[config.mk]
export PLATFORM = sky130hd
export DESIGN_NAME = cpuc_top
export DESIGN_NICKNAME = d
export VERILOG_FILES = /design/src/logic/cpuc_pkg.sv /design/src/logic/cpuc_sync.sv /design/src/logic/cpuc_top.sv
export SDC_FILE = /design/constraint.sdc
export NUM_CORES = 1
export LEC_CHECK = 0
export CAP_MARGIN = 20
export CORE_MARGIN = 1.5
export CORE_UTILIZATION = 45
export CTS_BUF_LIST = sky130_fd_sc_hd__clkbuf_8
export DETAILED_ROUTE_END_ITERATION = 10
export DONT_BUFFER_PORTS = 1
export GPL_TIMING_DRIVEN = 0
export PLACE_DENSITY = 0.62
export SLEW_MARGIN = 20
export SYNTH_ARGS = -nofsm -noshare
export SYNTH_HDL_FRONTEND = slang
export SYNTH_HIERARCHICAL = 1
export SYNTH_SLANG_ARGS = --single-unit
[constraint.sdc]
create_clock -name aclk -period 3 [get_ports aclk]
set_clock_uncertainty 0.1 [all_clocks]
set_input_delay 0.15 -clock aclk [delete_from_list [all_inputs] [get_ports aclk]]
set_output_delay 0.15 -clock aclk [all_outputs]
set_load 0.01 [all_outputs]
[src/logic/cpuc_pkg.sv]
package cpuc_pkg;

   // register map, byte addresses on the AXI4-Lite port
   localparam int         ADDR_W      = 5;
   localparam logic [4:0] REG_STATUS  = 5'h00;
   localparam logic [4:0] REG_CLEAR   = 5'h04;
   localparam logic [4:0] REG_ENABLE  = 5'h08;
   localparam logic [4:0] REG_STATE   = 5'h0C;

   // event bits, same layout in status, clear and enable
   localparam int EV_W      = 5;
   localparam int EV_BUTTON = 0;
   localparam int EV_SLEEP  = 1;
   localparam int EV_WAKE   = 2;
   localparam int EV_BADMOD = 3;
   localparam int EV_PWRON  = 4;
   localparam logic [EV_W-1:0] ENABLE_RESET = 5'h00;

   // state register fields
   localparam int ST_SUPPLY   = 0;
   localparam int ST_MISMATCH = 1;
   localparam int ST_PWR_SRC  = 2;
   localparam int ST_SLP_SRC  = 3;
   localparam int ST_TYPE_LO  = 4;
   localparam int ST_READY    = 7;
   localparam int ST_CTL_ON   = 8;

   // axi responses
   localparam logic [1:0] RESP_OKAY   = 2'h0;
   localparam logic [1:0] RESP_SLVERR = 2'h2;

   // pinout code {bit2, bit1, bit0}, open pin reads one
   localparam logic [2:0] CODE_PINOUT_CODE_B2_N = 3'h7;
   localparam logic [2:0] CODE_TYPE3 = 3'h3;
   localparam logic [2:0] CODE_TYPE4 = 3'h5;
   localparam logic [2:0] CODE_TYPE5 = 3'h1;
   localparam logic [2:0] TYPE_NONE  = 3'h0;
   localparam logic [7:0] COMPAT_DEFAULT = 8'h04;

   // synchroniser lanes and their reset levels
   localparam int SY_W     = 8;
   localparam int SY_PWR   = 0;
   localparam int SY_SLP   = 1;
   localparam int SY_SUSP  = 2;
   localparam int SY_SOFT  = 3;
   localparam int SY_FRONT = 4;
   localparam int SY_CODE  = 5;
   localparam logic [SY_W-1:0] SYNC_RESET = 8'hFC;

   // timing
   localparam int CLK_FREQ_HZ     = 50000000;
   localparam int BUTTON_PULSE_US = 20;
   localparam int PULSE_CYCLES    = (BUTTON_PULSE_US * CLK_FREQ_HZ + 999999) / 1000000;
   localparam int PULSE_W         = 10;
   localparam logic [1:0] SETTLE_LAST = 2'h3;

   typedef enum logic {
      PH_SETTLE,
      PH_RUN
   } cpuc_phase_t;

endpackage

[src/logic/cpuc_sync.sv]
`timescale 1ns/1ps
module cpuc_sync #(
   parameter int                W         = 8,
   parameter logic [W-1:0]      RESET_VAL = '0
) (
   // clock and reset
   input  wire logic         aclk,
   input  wire logic         aresetn,
   // raw and synchronised levels
   input  wire logic [W-1:0] raw,
   output logic      [W-1:0] synced
);

   typedef struct packed {
      logic [W-1:0] meta;
      logic [W-1:0] stable;
   } cpuc_sync_t;

   cpuc_sync_t s_reg;
   cpuc_sync_t s_next;

   // meta is read only by the second stage
   always_comb begin
      s_next        = s_reg;
      s_next.meta   = raw;
      s_next.stable = s_reg.meta;
   end

   always_ff @(posedge aclk) begin
      if (!aresetn) begin
         s_reg <= {RESET_VAL, RESET_VAL};
      end else begin
         s_reg <= s_next;
      end
   end

   assign synced = s_reg.stable;

endmodule

[src/logic/cpuc_top.sv]
`timescale 1ns/1ps
// How it works
// (RQ1) module mode: supply request is inverted sleep
// (RQ2) chipset releases sleep on wake events
// (RQ3) strap picks suspend or soft-off sleep source
// (RQ4) strap picks module or controller power source
// (RQ5) front button inverted into controller sense
// (RQ6) button event pulses module button low
// (RQ7) button event also switches supply on
// (RQ8) controller sleep follows suspend, asserting turns off
// (RQ9) suspend release switches supply back on
// (RQ10) module grounds type pins to encode type
// (RQ11) type one needs no code, pins ignored
// (RQ12) incompatible type holds supply off always
// (RQ13) incompatible type lights red indicator
// (RQ14) supply request low means supply on
// (RQ15) compatible types are a parameter, type two
// (RQ16) inputs synchronised, supply output registered
module cpuc_top #(
   parameter logic [7:0] COMPAT_MASK = cpuc_pkg::COMPAT_DEFAULT,
   parameter int         PULSE_LEN   = cpuc_pkg::PULSE_CYCLES
) (
   // clock and reset
   input  wire logic        aclk,
   input  wire logic        aresetn,
   // module sleep states and straps
   input  wire logic        suspend_ram_n,
   input  wire logic        soft_off_n,
   input  wire logic        sleep_source_strap,
   input  wire logic        powerup_source_strap,
   // module pinout code
   input  wire logic        pinout_code_b0_n,
   input  wire logic        pinout_code_b1_n,
   input  wire logic        pinout_code_b2_n,
   // front panel and supply
   input  wire logic        front_button_n,
   output logic             supply_on_n,
   output logic             module_button_n,
   output logic             mismatch_led,
   output logic             irq,
   // axi4-lite write
   input  wire logic [4:0]  s_axi_awaddr,
   input  wire logic        s_axi_awvalid,
   output logic             s_axi_awready,
   input  wire logic [31:0] s_axi_wdata,
   input  wire logic [3:0]  s_axi_wstrb,
   input  wire logic        s_axi_wvalid,
   output logic             s_axi_wready,
   output logic [1:0]       s_axi_bresp,
   output logic             s_axi_bvalid,
   input  wire logic        s_axi_bready,
   // axi4-lite read
   input  wire logic [4:0]  s_axi_araddr,
   input  wire logic        s_axi_arvalid,
   output logic             s_axi_arready,
   output logic [31:0]      s_axi_rdata,
   output logic [1:0]       s_axi_rresp,
   output logic             s_axi_rvalid,
   input  wire logic        s_axi_rready
);

   localparam int EW = cpuc_pkg::EV_W;
   localparam int PW = cpuc_pkg::PULSE_W;

   typedef struct packed {
      cpuc_pkg::cpuc_phase_t phase;
      logic [1:0]            settle;
      logic                  sleep_src;
      logic                  pwr_src;
      logic                  sense_d;
      logic                  sleep_d;
      logic                  ctl_on;
      logic [PW-1:0]         pulse_cnt;
      logic                  button_out_n;
      logic                  module_button_n;
      logic                  supply_on_n;
      logic                  mismatch;
      logic [2:0]            mod_type;
      logic [EW-1:0]         status;
      logic [EW-1:0]         enable;
      logic                  irq;
      logic                  awready;
      logic                  wready;
      logic                  aw_got;
      logic                  w_got;
      logic [4:0]            awaddr;
      logic [31:0]           wdata;
      logic [3:0]            wstrb;
      logic                  bvalid;
      logic [1:0]            bresp;
      logic                  arready;
      logic                  rvalid;
      logic [31:0]           rdata;
      logic [1:0]            rresp;
   } cpuc_state_t;

   cpuc_state_t st_reg;
   cpuc_state_t st_next;

   logic [cpuc_pkg::SY_W-1:0] sy;

   // every board pin is synchronised before use; the axi port is used as is
   cpuc_sync #(
      .W         (cpuc_pkg::SY_W),
      .RESET_VAL (cpuc_pkg::SYNC_RESET)
   ) u_sync (
      .aclk    (aclk),
      .aresetn (aresetn),
      .raw     ({pinout_code_b2_n, pinout_code_b1_n, pinout_code_b0_n, front_button_n,
                 soft_off_n, suspend_ram_n, sleep_source_strap, powerup_source_strap}),
      .synced  (sy)
   );

   // pinout code to type number, unknown codes give none
   function automatic logic [2:0] cpuc_decode(input logic [2:0] code);
      logic [2:0] t;
      t = cpuc_pkg::TYPE_NONE;
      case (code)
         cpuc_pkg::CODE_PINOUT_CODE_B2_N: t = 3'h2;
         cpuc_pkg::CODE_TYPE3: t = 3'h3;
         cpuc_pkg::CODE_TYPE4: t = 3'h4;
         cpuc_pkg::CODE_TYPE5: t = 3'h5;
         default:              t = cpuc_pkg::TYPE_NONE;
      endcase
      return t;
   endfunction

   // byte-lane merge of a write into a narrow register
   function automatic logic [EW-1:0] cpuc_merge(input logic [EW-1:0] old,
                                                input logic [31:0] data,
                                                input logic [3:0]  strb);
      logic [31:0] w;
      w = {{(32-EW){1'b0}}, old};
      for (int i = 0; i < 4; i++) begin
         if (strb[i]) begin
            w[i*8 +: 8] = data[i*8 +: 8];
         end
      end
      return w[EW-1:0];
   endfunction

   // combinational inputs to the sequencer
   logic [2:0]    code_now;
   logic [2:0]    type_now;
   logic          bad_now;
   logic          sense;
   logic          sel_sleep;
   logic          btn_edge;
   logic          slp_fall;
   logic          slp_rise;
   logic [EW-1:0] ev_set;
   logic [EW-1:0] ev_clr;
   logic          wr_do;
   logic [31:0]   rd_word;

   always_comb begin
      st_next  = st_reg;
      code_now = sy[cpuc_pkg::SY_CODE +: 3];
      // (RQ11) type one ignored
      // type one modules carry no code, so nothing here can name them
      type_now = cpuc_decode(code_now);
      // (RQ15) compatible type mask
      bad_now  = !COMPAT_MASK[type_now];
      // (RQ5) button sense inverted
      sense    = !sy[cpuc_pkg::SY_FRONT];
      // (RQ3) sleep source select
      // (RQ8) controller follows suspend
      if (st_reg.pwr_src) begin
         sel_sleep = sy[cpuc_pkg::SY_SUSP];
      end else if (st_reg.sleep_src) begin
         sel_sleep = sy[cpuc_pkg::SY_SOFT];
      end else begin
         sel_sleep = sy[cpuc_pkg::SY_SUSP];
      end
      btn_edge = (st_reg.phase == cpuc_pkg::PH_RUN) && sense && !st_reg.sense_d;
      slp_fall = (st_reg.phase == cpuc_pkg::PH_RUN) && !sel_sleep && st_reg.sleep_d;
      slp_rise = (st_reg.phase == cpuc_pkg::PH_RUN) && sel_sleep && !st_reg.sleep_d;
      st_next.sense_d  = sense;
      st_next.sleep_d  = sel_sleep;
      st_next.mod_type = type_now;

      // straps are static: caught once the synchroniser has settled
      case (st_reg.phase)
         cpuc_pkg::PH_SETTLE: begin
            st_next.settle = st_reg.settle + 2'h1;
            if (st_reg.settle == cpuc_pkg::SETTLE_LAST) begin
               // (RQ4) power source strap
               st_next.pwr_src   = sy[cpuc_pkg::SY_PWR];
               st_next.sleep_src = sy[cpuc_pkg::SY_SLP];
               st_next.phase     = cpuc_pkg::PH_RUN;
            end
         end
         cpuc_pkg::PH_RUN: begin
            st_next.settle = st_reg.settle;
         end
         default: begin
            st_next.phase = cpuc_pkg::PH_SETTLE;
         end
      endcase

      // (RQ6) button pulse to module
      if (btn_edge && st_reg.pwr_src) begin
         st_next.pulse_cnt    = PW'(PULSE_LEN - 1);
         st_next.button_out_n = 1'b0;
      end else if (st_reg.pulse_cnt != '0) begin
         st_next.pulse_cnt = st_reg.pulse_cnt - PW'(1);
      end else begin
         st_next.button_out_n = 1'b1;
      end

      // controller power state: sleep entry wins over a coincident press
      // (RQ7) button turns supply on
      // (RQ9) wake turns supply on
      if (st_reg.pwr_src && (btn_edge || slp_rise)) begin
         st_next.ctl_on = 1'b1;
      end
      // (RQ8) sleep turns supply off
      if (st_reg.pwr_src && slp_fall) begin
         st_next.ctl_on = 1'b0;
      end

      // in module mode the front button goes straight to the chipset
      st_next.module_button_n = 1'b1;
      if (st_reg.phase == cpuc_pkg::PH_RUN) begin
         st_next.module_button_n = st_reg.pwr_src ? st_next.button_out_n
                                                  : sy[cpuc_pkg::SY_FRONT];
      end

      // (RQ13) red indicator
      st_next.mismatch = (st_reg.phase == cpuc_pkg::PH_RUN) && bad_now;
      // (RQ12) incompatible holds off
      // (RQ14) active-low supply request
      // (RQ1) inverted sleep drives supply
      // (RQ16) registered supply output
      if (st_reg.phase != cpuc_pkg::PH_RUN || bad_now) begin
         st_next.supply_on_n = 1'b1;
      end else if (st_reg.pwr_src) begin
         st_next.supply_on_n = !st_next.ctl_on;
      end else begin
         st_next.supply_on_n = !sel_sleep;
      end

      // sticky events
      ev_set = '0;
      ev_set[cpuc_pkg::EV_BUTTON] = btn_edge;
      ev_set[cpuc_pkg::EV_SLEEP]  = slp_fall;
      ev_set[cpuc_pkg::EV_WAKE]   = slp_rise;
      ev_set[cpuc_pkg::EV_BADMOD] = st_next.mismatch && !st_reg.mismatch;
      ev_set[cpuc_pkg::EV_PWRON]  = !st_next.supply_on_n && st_reg.supply_on_n;

      // axi write: address and data taken in either order
      if (s_axi_awvalid && st_reg.awready) begin
         st_next.aw_got  = 1'b1;
         st_next.awaddr  = s_axi_awaddr;
         st_next.awready = 1'b0;
      end
      if (s_axi_wvalid && st_reg.wready) begin
         st_next.w_got  = 1'b1;
         st_next.wdata  = s_axi_wdata;
         st_next.wstrb  = s_axi_wstrb;
         st_next.wready = 1'b0;
      end
      wr_do  = st_reg.aw_got && st_reg.w_got && !st_reg.bvalid;
      ev_clr = '0;
      if (wr_do) begin
         st_next.aw_got = 1'b0;
         st_next.w_got  = 1'b0;
         st_next.bvalid = 1'b1;
         st_next.bresp  = cpuc_pkg::RESP_OKAY;
         case ({st_reg.awaddr[4:2], 2'h0})
            cpuc_pkg::REG_CLEAR: begin
               ev_clr = cpuc_merge('0, st_reg.wdata, st_reg.wstrb);
            end
            cpuc_pkg::REG_ENABLE: begin
               st_next.enable = cpuc_merge(st_reg.enable, st_reg.wdata, st_reg.wstrb);
            end
            cpuc_pkg::REG_STATUS, cpuc_pkg::REG_STATE: begin
               st_next.bresp = cpuc_pkg::RESP_OKAY;
            end
            default: begin
               st_next.bresp = cpuc_pkg::RESP_SLVERR;
            end
         endcase
      end
      if (st_reg.bvalid && s_axi_bready) begin
         st_next.bvalid  = 1'b0;
         st_next.awready = 1'b1;
         st_next.wready  = 1'b1;
      end
      // a new event beats a clear in the same cycle
      st_next.status = (st_reg.status & ~ev_clr) | ev_set;
      st_next.irq    = |(st_next.status & st_next.enable);

      // axi read: one outstanding, answer one cycle after the address
      rd_word = '0;
      case ({s_axi_araddr[4:2], 2'h0})
         cpuc_pkg::REG_STATUS: rd_word[EW-1:0] = st_reg.status;
         cpuc_pkg::REG_ENABLE: rd_word[EW-1:0] = st_reg.enable;
         cpuc_pkg::REG_CLEAR:  rd_word = '0;
         cpuc_pkg::REG_STATE: begin
            rd_word[cpuc_pkg::ST_SUPPLY]   = !st_reg.supply_on_n;
            rd_word[cpuc_pkg::ST_MISMATCH] = st_reg.mismatch;
            rd_word[cpuc_pkg::ST_PWR_SRC]  = st_reg.pwr_src;
            rd_word[cpuc_pkg::ST_SLP_SRC]  = st_reg.sleep_src;
            rd_word[cpuc_pkg::ST_TYPE_LO +: 3] = st_reg.mod_type;
            rd_word[cpuc_pkg::ST_READY]    = (st_reg.phase == cpuc_pkg::PH_RUN);
            rd_word[cpuc_pkg::ST_CTL_ON]   = st_reg.ctl_on;
         end
         default: rd_word = '0;
      endcase
      if (s_axi_arvalid && st_reg.arready) begin
         st_next.arready = 1'b0;
         st_next.rvalid  = 1'b1;
         st_next.rdata   = rd_word;
         st_next.rresp   = (s_axi_araddr[4] == 1'b1) ? cpuc_pkg::RESP_SLVERR
                                                     : cpuc_pkg::RESP_OKAY;
      end
      if (st_reg.rvalid && s_axi_rready) begin
         st_next.rvalid  = 1'b0;
         st_next.arready = 1'b1;
      end
   end

   // the whole block state in one register
   always_ff @(posedge aclk) begin
      if (!aresetn) begin
         st_reg              <= '0;
         st_reg.phase        <= cpuc_pkg::PH_SETTLE;
         st_reg.sense_d      <= 1'b0;
         st_reg.sleep_d      <= 1'b1;
         st_reg.button_out_n <= 1'b1;
         st_reg.module_button_n <= 1'b1;
         st_reg.supply_on_n  <= 1'b1;
         st_reg.enable       <= cpuc_pkg::ENABLE_RESET;
         st_reg.awready      <= 1'b1;
         st_reg.wready       <= 1'b1;
         st_reg.arready      <= 1'b1;
      end else begin
         st_reg <= st_next;
      end
   end

   // outputs straight from the state register
   assign supply_on_n     = st_reg.supply_on_n;
   assign module_button_n = st_reg.module_button_n;
   assign mismatch_led    = st_reg.mismatch;
   assign irq             = st_reg.irq;
   assign s_axi_awready   = st_reg.awready;
   assign s_axi_wready    = st_reg.wready;
   assign s_axi_bvalid    = st_reg.bvalid;
   assign s_axi_bresp     = st_reg.bresp;
   assign s_axi_arready   = st_reg.arready;
   assign s_axi_rvalid    = st_reg.rvalid;
   assign s_axi_rdata     = st_reg.rdata;
   assign s_axi_rresp     = st_reg.rresp;

   logic run;
   assign run = (st_reg.phase == cpuc_pkg::PH_RUN);
endmodule
[Yosys cells after proc, flatten, opt, wreduce, memory -nomap -nowiden]
Memory sizes are Yosys's and may differ from the RTL's.
Cells that the tools add are included.
W data, S select, Z words.
Cells by class
  reduce and logical (&&, ||, !) cells: 43
  multiplexer cells: 25
  order comparisons: 1
  add/sub/neg operators: 2
  equal/unequal tests: 10
  bitwise gates (word level): 6
Operators by type and width (number)
  $mux W5: 6
  $logic_and A1 B1 Y1: 19
  $eq A3 B2 Y1 const B: 5
  $pmux W5 S3: 1
  $pmux W3 S4: 1
  $mux W1: 11
  $mux W11: 1
  $and A5 B5 Y5: 2
  $logic_not A1 Y1: 10
  $mux W10: 1
  $reduce_bool A10 Y1: 1
  $sub A10 B1 Y10 const B: 1
  $reduce_or A2 Y1: 4
  $eq A3 B1 Y1 const B: 2
  $eq A3 B3 Y1 const B: 2
  $logic_not A3 Y1: 2
  $mux W2: 3
  $not A5 Y5: 1
  $or A5 B5 Y5: 1
  $reduce_or A5 Y1: 1
  $lt A3 B4 Y1 const B: 1
  $mux W4: 1
  $reduce_and A2 Y1: 2
  $reduce_or A4 Y1: 1
  other kinds (5): 7
Word-level totals
  input bits: 61
  memories kept: 1
  output and inout port bits: 45
  bits in registers: 83
  logic and storage cells: 120
  ROM bits: 8
Memories
  (no name shown): words 8, width 1, read ports 1, clocked after memory_dff 0, write ports 0, line cpuc_top.sv:163  | bad_now = !COMPAT_MASK[type_now];

[Longest topological paths before layout]
  word-level depth: 16
  mapped depth: 8
  gate-level depth less buffers: 7

[Hierarchy]
The synthesis kept the hierarchy.
Modules (own cells, without submodules)
  cpuc_top: seq. area each 1261.2 um^2, area an instance 2874.0 um^2, cells an instance 333, instances 1
  cpuc_sync: seq. area each 320.3 um^2, area an instance 432.9 um^2, cells an instance 33, instances 1

[Worst setup path before layout]
No wires, ideal clock.
  kind: flip-flop to flip-flop
  from: register st_reg[102] in the netlist's numbering
  to: register st_reg[103] in the netlist's numbering
  required time: 2830 ps
  period minus slack after synthesis: 2062 ps
  arrival time: 1891 ps
  library setup time: 70 ps
  stages on the path, launching flop included: 8
  slack: 938 ps
  path through: dfxtp_1 > inv_1 > ha_1 > or4b_1 > buf_2 > nor3_4 > mux2_2 > a21oi_1
Between the ends
  word-level cells in the longest chain between the ends: 3
  elaborated cells between the ends (all ways): 5
Ends and longest elaborated chain
  start: declaration: line cpuc_top.sv:97  | cpuc_state_t st_reg;
  start signal: assignment: line cpuc_top.sv:339  | st_reg <= st_next;
  $sub A10 B1 Y10: line cpuc_top.sv:206  | st_next.pulse_cnt = st_reg.pulse_cnt - PW'(1);
  $mux W10: line cpuc_top.sv:205  | end else if (st_reg.pulse_cnt != '0) begin
  $mux W11: line cpuc_top.sv:202  | if (btn_edge && st_reg.pwr_src) begin
Several ways; a longest one is shown, not always the timed one. The select of a mux whose other input is x is not followed.
A chain may end at the register's enable or synchronous reset.

[Final worst setup path]
Same ends and word-level chain as after synthesis.

==> summary.txt <==
CTS Buffer Depth = 2
core region area = 0.00718 mm²
total CTS buffers = 9
Yosys warnings = 6
CP max FO = 10
FF-to-FF setup slack = 780 ps
RSZ-0062 raised after global routing = false
initial DRC count = 85
register area = 0.00158 mm²
post-CTS resize count = 0
area grow syn2layout = 21.9%
Reg-to-Reg Start = st_reg[102]
Syn Inst Count = 366
fmax = 451 MHz
Post-synth top flop = dfxtp_1
final max-slew violation count = 0
CP endpoint kind = register
# IOs = 106
hold path endpoint = s_axi_rdata[4]
Worst-path clk slew = 80 ps
Routability Congestion = 0.799
CP arrival = 2390 ps
max reg flops = 42
first-pass GRT wire length = 10.9 mm
dpl hpwl = 4.61 mm
Relative slew margins = 57.7%
clk_lat worst skew = 350 ps
post-synthesis sequential area ratio = 47.8%
Syn Area/Cell = 9.04 µm²
final net count = 495
Seq cells post-synth = 79
number of synthesized flops with an enable pin = 0
HP Start = s_axi_araddr[4]
final wirelength = 6.72 mm
reg2reg end = st_reg[103]
Critical Path RT = 3170 ps
Peak VDD IR = 0.328 mV
initial antenna violation count = 0
gr usage total = 18.4%
Worst Max-Slew Pin Slew = 635 ps
mapped cell area = 0.00331 mm²
Setup WS pre-CTS = 781 ps
Starting Density = 46.1%
Leak = 1.64 nW
H-tree levels = 3
critical path type = register to register
fillers = 679
PnR worst setup slack = 781 ps
Final min period = 2220 ps
Final TNS setup = 0 ps
Hold WC Path Type = input pin to register
Die ar. = 0.00787 mm²
Final Cycle Share = 74.0%
Rows = 31
crit path launch type = register
Setup Viol. Count Final = 0
clk root buf = clkbuf_8
vias in the first global route = 2383
GRT Residual Overflow = 0
Post-synth ARST share = 0%
count of cell types in the netlist = 48
worst r2r path cells = 7
hold-fix buffers at CTS = 31
Avg WL per Cell = 12.5 µm
DRC = 0
ANT nets after route = 0
chip width = 88.7 µm
layout cell share with drive strength beyond 1 = 13.7%
clock sink total = 79
status = complete, no violations
hold path depth = 3
IO Port Bufs = 0
vias after detailed routing = 2529
post-CTS setup buffers = 0
n_diodes = 0
largest net degree at the start of global routing = 14
CTS tree = built
die height = 88.7 µm
max_cap viols = 0
area of the multi-input gates = 0.00144 mm²
drt pass-1 iters = 4
pwr dens = 614 mW/mm²
Fin. Hold Viols = 0
vias per std cell = 4.72
## Yosys cell counts (all sizes together) (3+ instances only)
cell	count	area, µm²
dfxtp	79	1580
buf	40	288
nor2	35	131
a21oi	32	160
nand2	28	105
nand3	17	85.1
mux2i	16	160
clkbuf	12	45.0
inv	11	41.3
nand2b	9	56.3
o21ai	9	45.0
nor2b	7	43.8
and2	6	37.5
or2b	6	45.0
a22oi	5	37.5
nand4	5	31.3
nor3	5	36.3
xnor2	5	43.8
and3	3	18.8
nand4b	3	26.3
or2	3	18.8
## cell families (layout without fill, tap and decap cells)
group,after synthesis,count (layout),share of synthesized area (%)
AOI/OAI and AO/OA,61,61,11.1
xor gates and xnor gates,6,6,1.59
muxes,18,18,5.52
adders and majority gates,2,2,0.757
other,1,25,0.113
DFF,79,79,47.8
and+or+nand+nor,136,136,21.8
buffers and inverters,63,110,11.3
## layer usage
metal  vias up  track usage, %  wire [µm]
li1       1322               -          -
met5         -               0          0
met1      1145            22.5       3060
met3        11            3.82        235
met2        51            31.4       3290
met4         0            7.95        140
## placed cells by master, fill, tap and decap left out, types with 7 or more instances in the layout
cell	n
mux2i_1	16
a21oi_1	32
nand2b_1	9
nand2_1	28
clkbuf_8	10
o21ai_0	9
buf_4	36
nand3_1	17
nor2b_1	7
dfxtp_1	79
nor2_1	35
dlygate4sd3_1	31
clkbuf_1	12
conb_1	25
inv_1	12
## area by class of cell
type / instances / area share [%]
Buffer: 52 / 8.26
Clock buffer: 10 / 3.42
Clock inverter: 6 / 1.52
Inverter: 11 / 1.02
Multi-Input combinational cell: 248 / 35.8
Sequential cell: 79 / 39.2
Tap cell: 99 / 3.07
Timing Repair Buffer: 31 / 7.70
## per-stage QoR
| stage | cell area [µm²] | utilization (%) | hold WS [ps] | instances | total power [mW] |
|---|---|---|---|---|---|
| finish | 4030 | 56.2 | 15.4 | 536 | 2.48 |
| detailed placement | 3520 | 49.1 | 149 | 489 | 1.68 |
| global placement | 3520 | 49.1 | 148 | 489 | 1.66 |
| floorplan | 3400 | - | 146 | 390 | 1.60 |
| CTS | 4030 | 56.2 | 4.83 | 536 | 2.48 |
| global route | 4030 | 56.2 | 32.0 | 536 | 2.62 |
## critical path, cell delays in order, from the launching register on
cell and delay, ps:
dfxtp_1 310, inv_1 80, ha_1 160, or4b_1 430
buf_2 180, nor3_4 390, mux2_2 380, a21oi_1 120
## where the power goes
part | switching, mW | internal (mW)
sequential | 0.0623 | 1.13
combinational | 0.256 | 0.245
clock | 0.380 | 0.402
total | 0.698 | 1.78
## worst max-delay path by stage
stage,start,to,slack (ps),cells after the start
after floorplan,st_reg[102],st_reg[103],940,7
after global placement,st_reg[102],st_reg[103],800,7
after detailed placement,st_reg[102],st_reg[103],780,7
after CTS,st_reg[102],st_reg[103],760,7
after global routing,st_reg[102],st_reg[103],640,7
final,st_reg[102],st_reg[103],780,7
No activity file was read; power rests on OpenSTA's default activity.
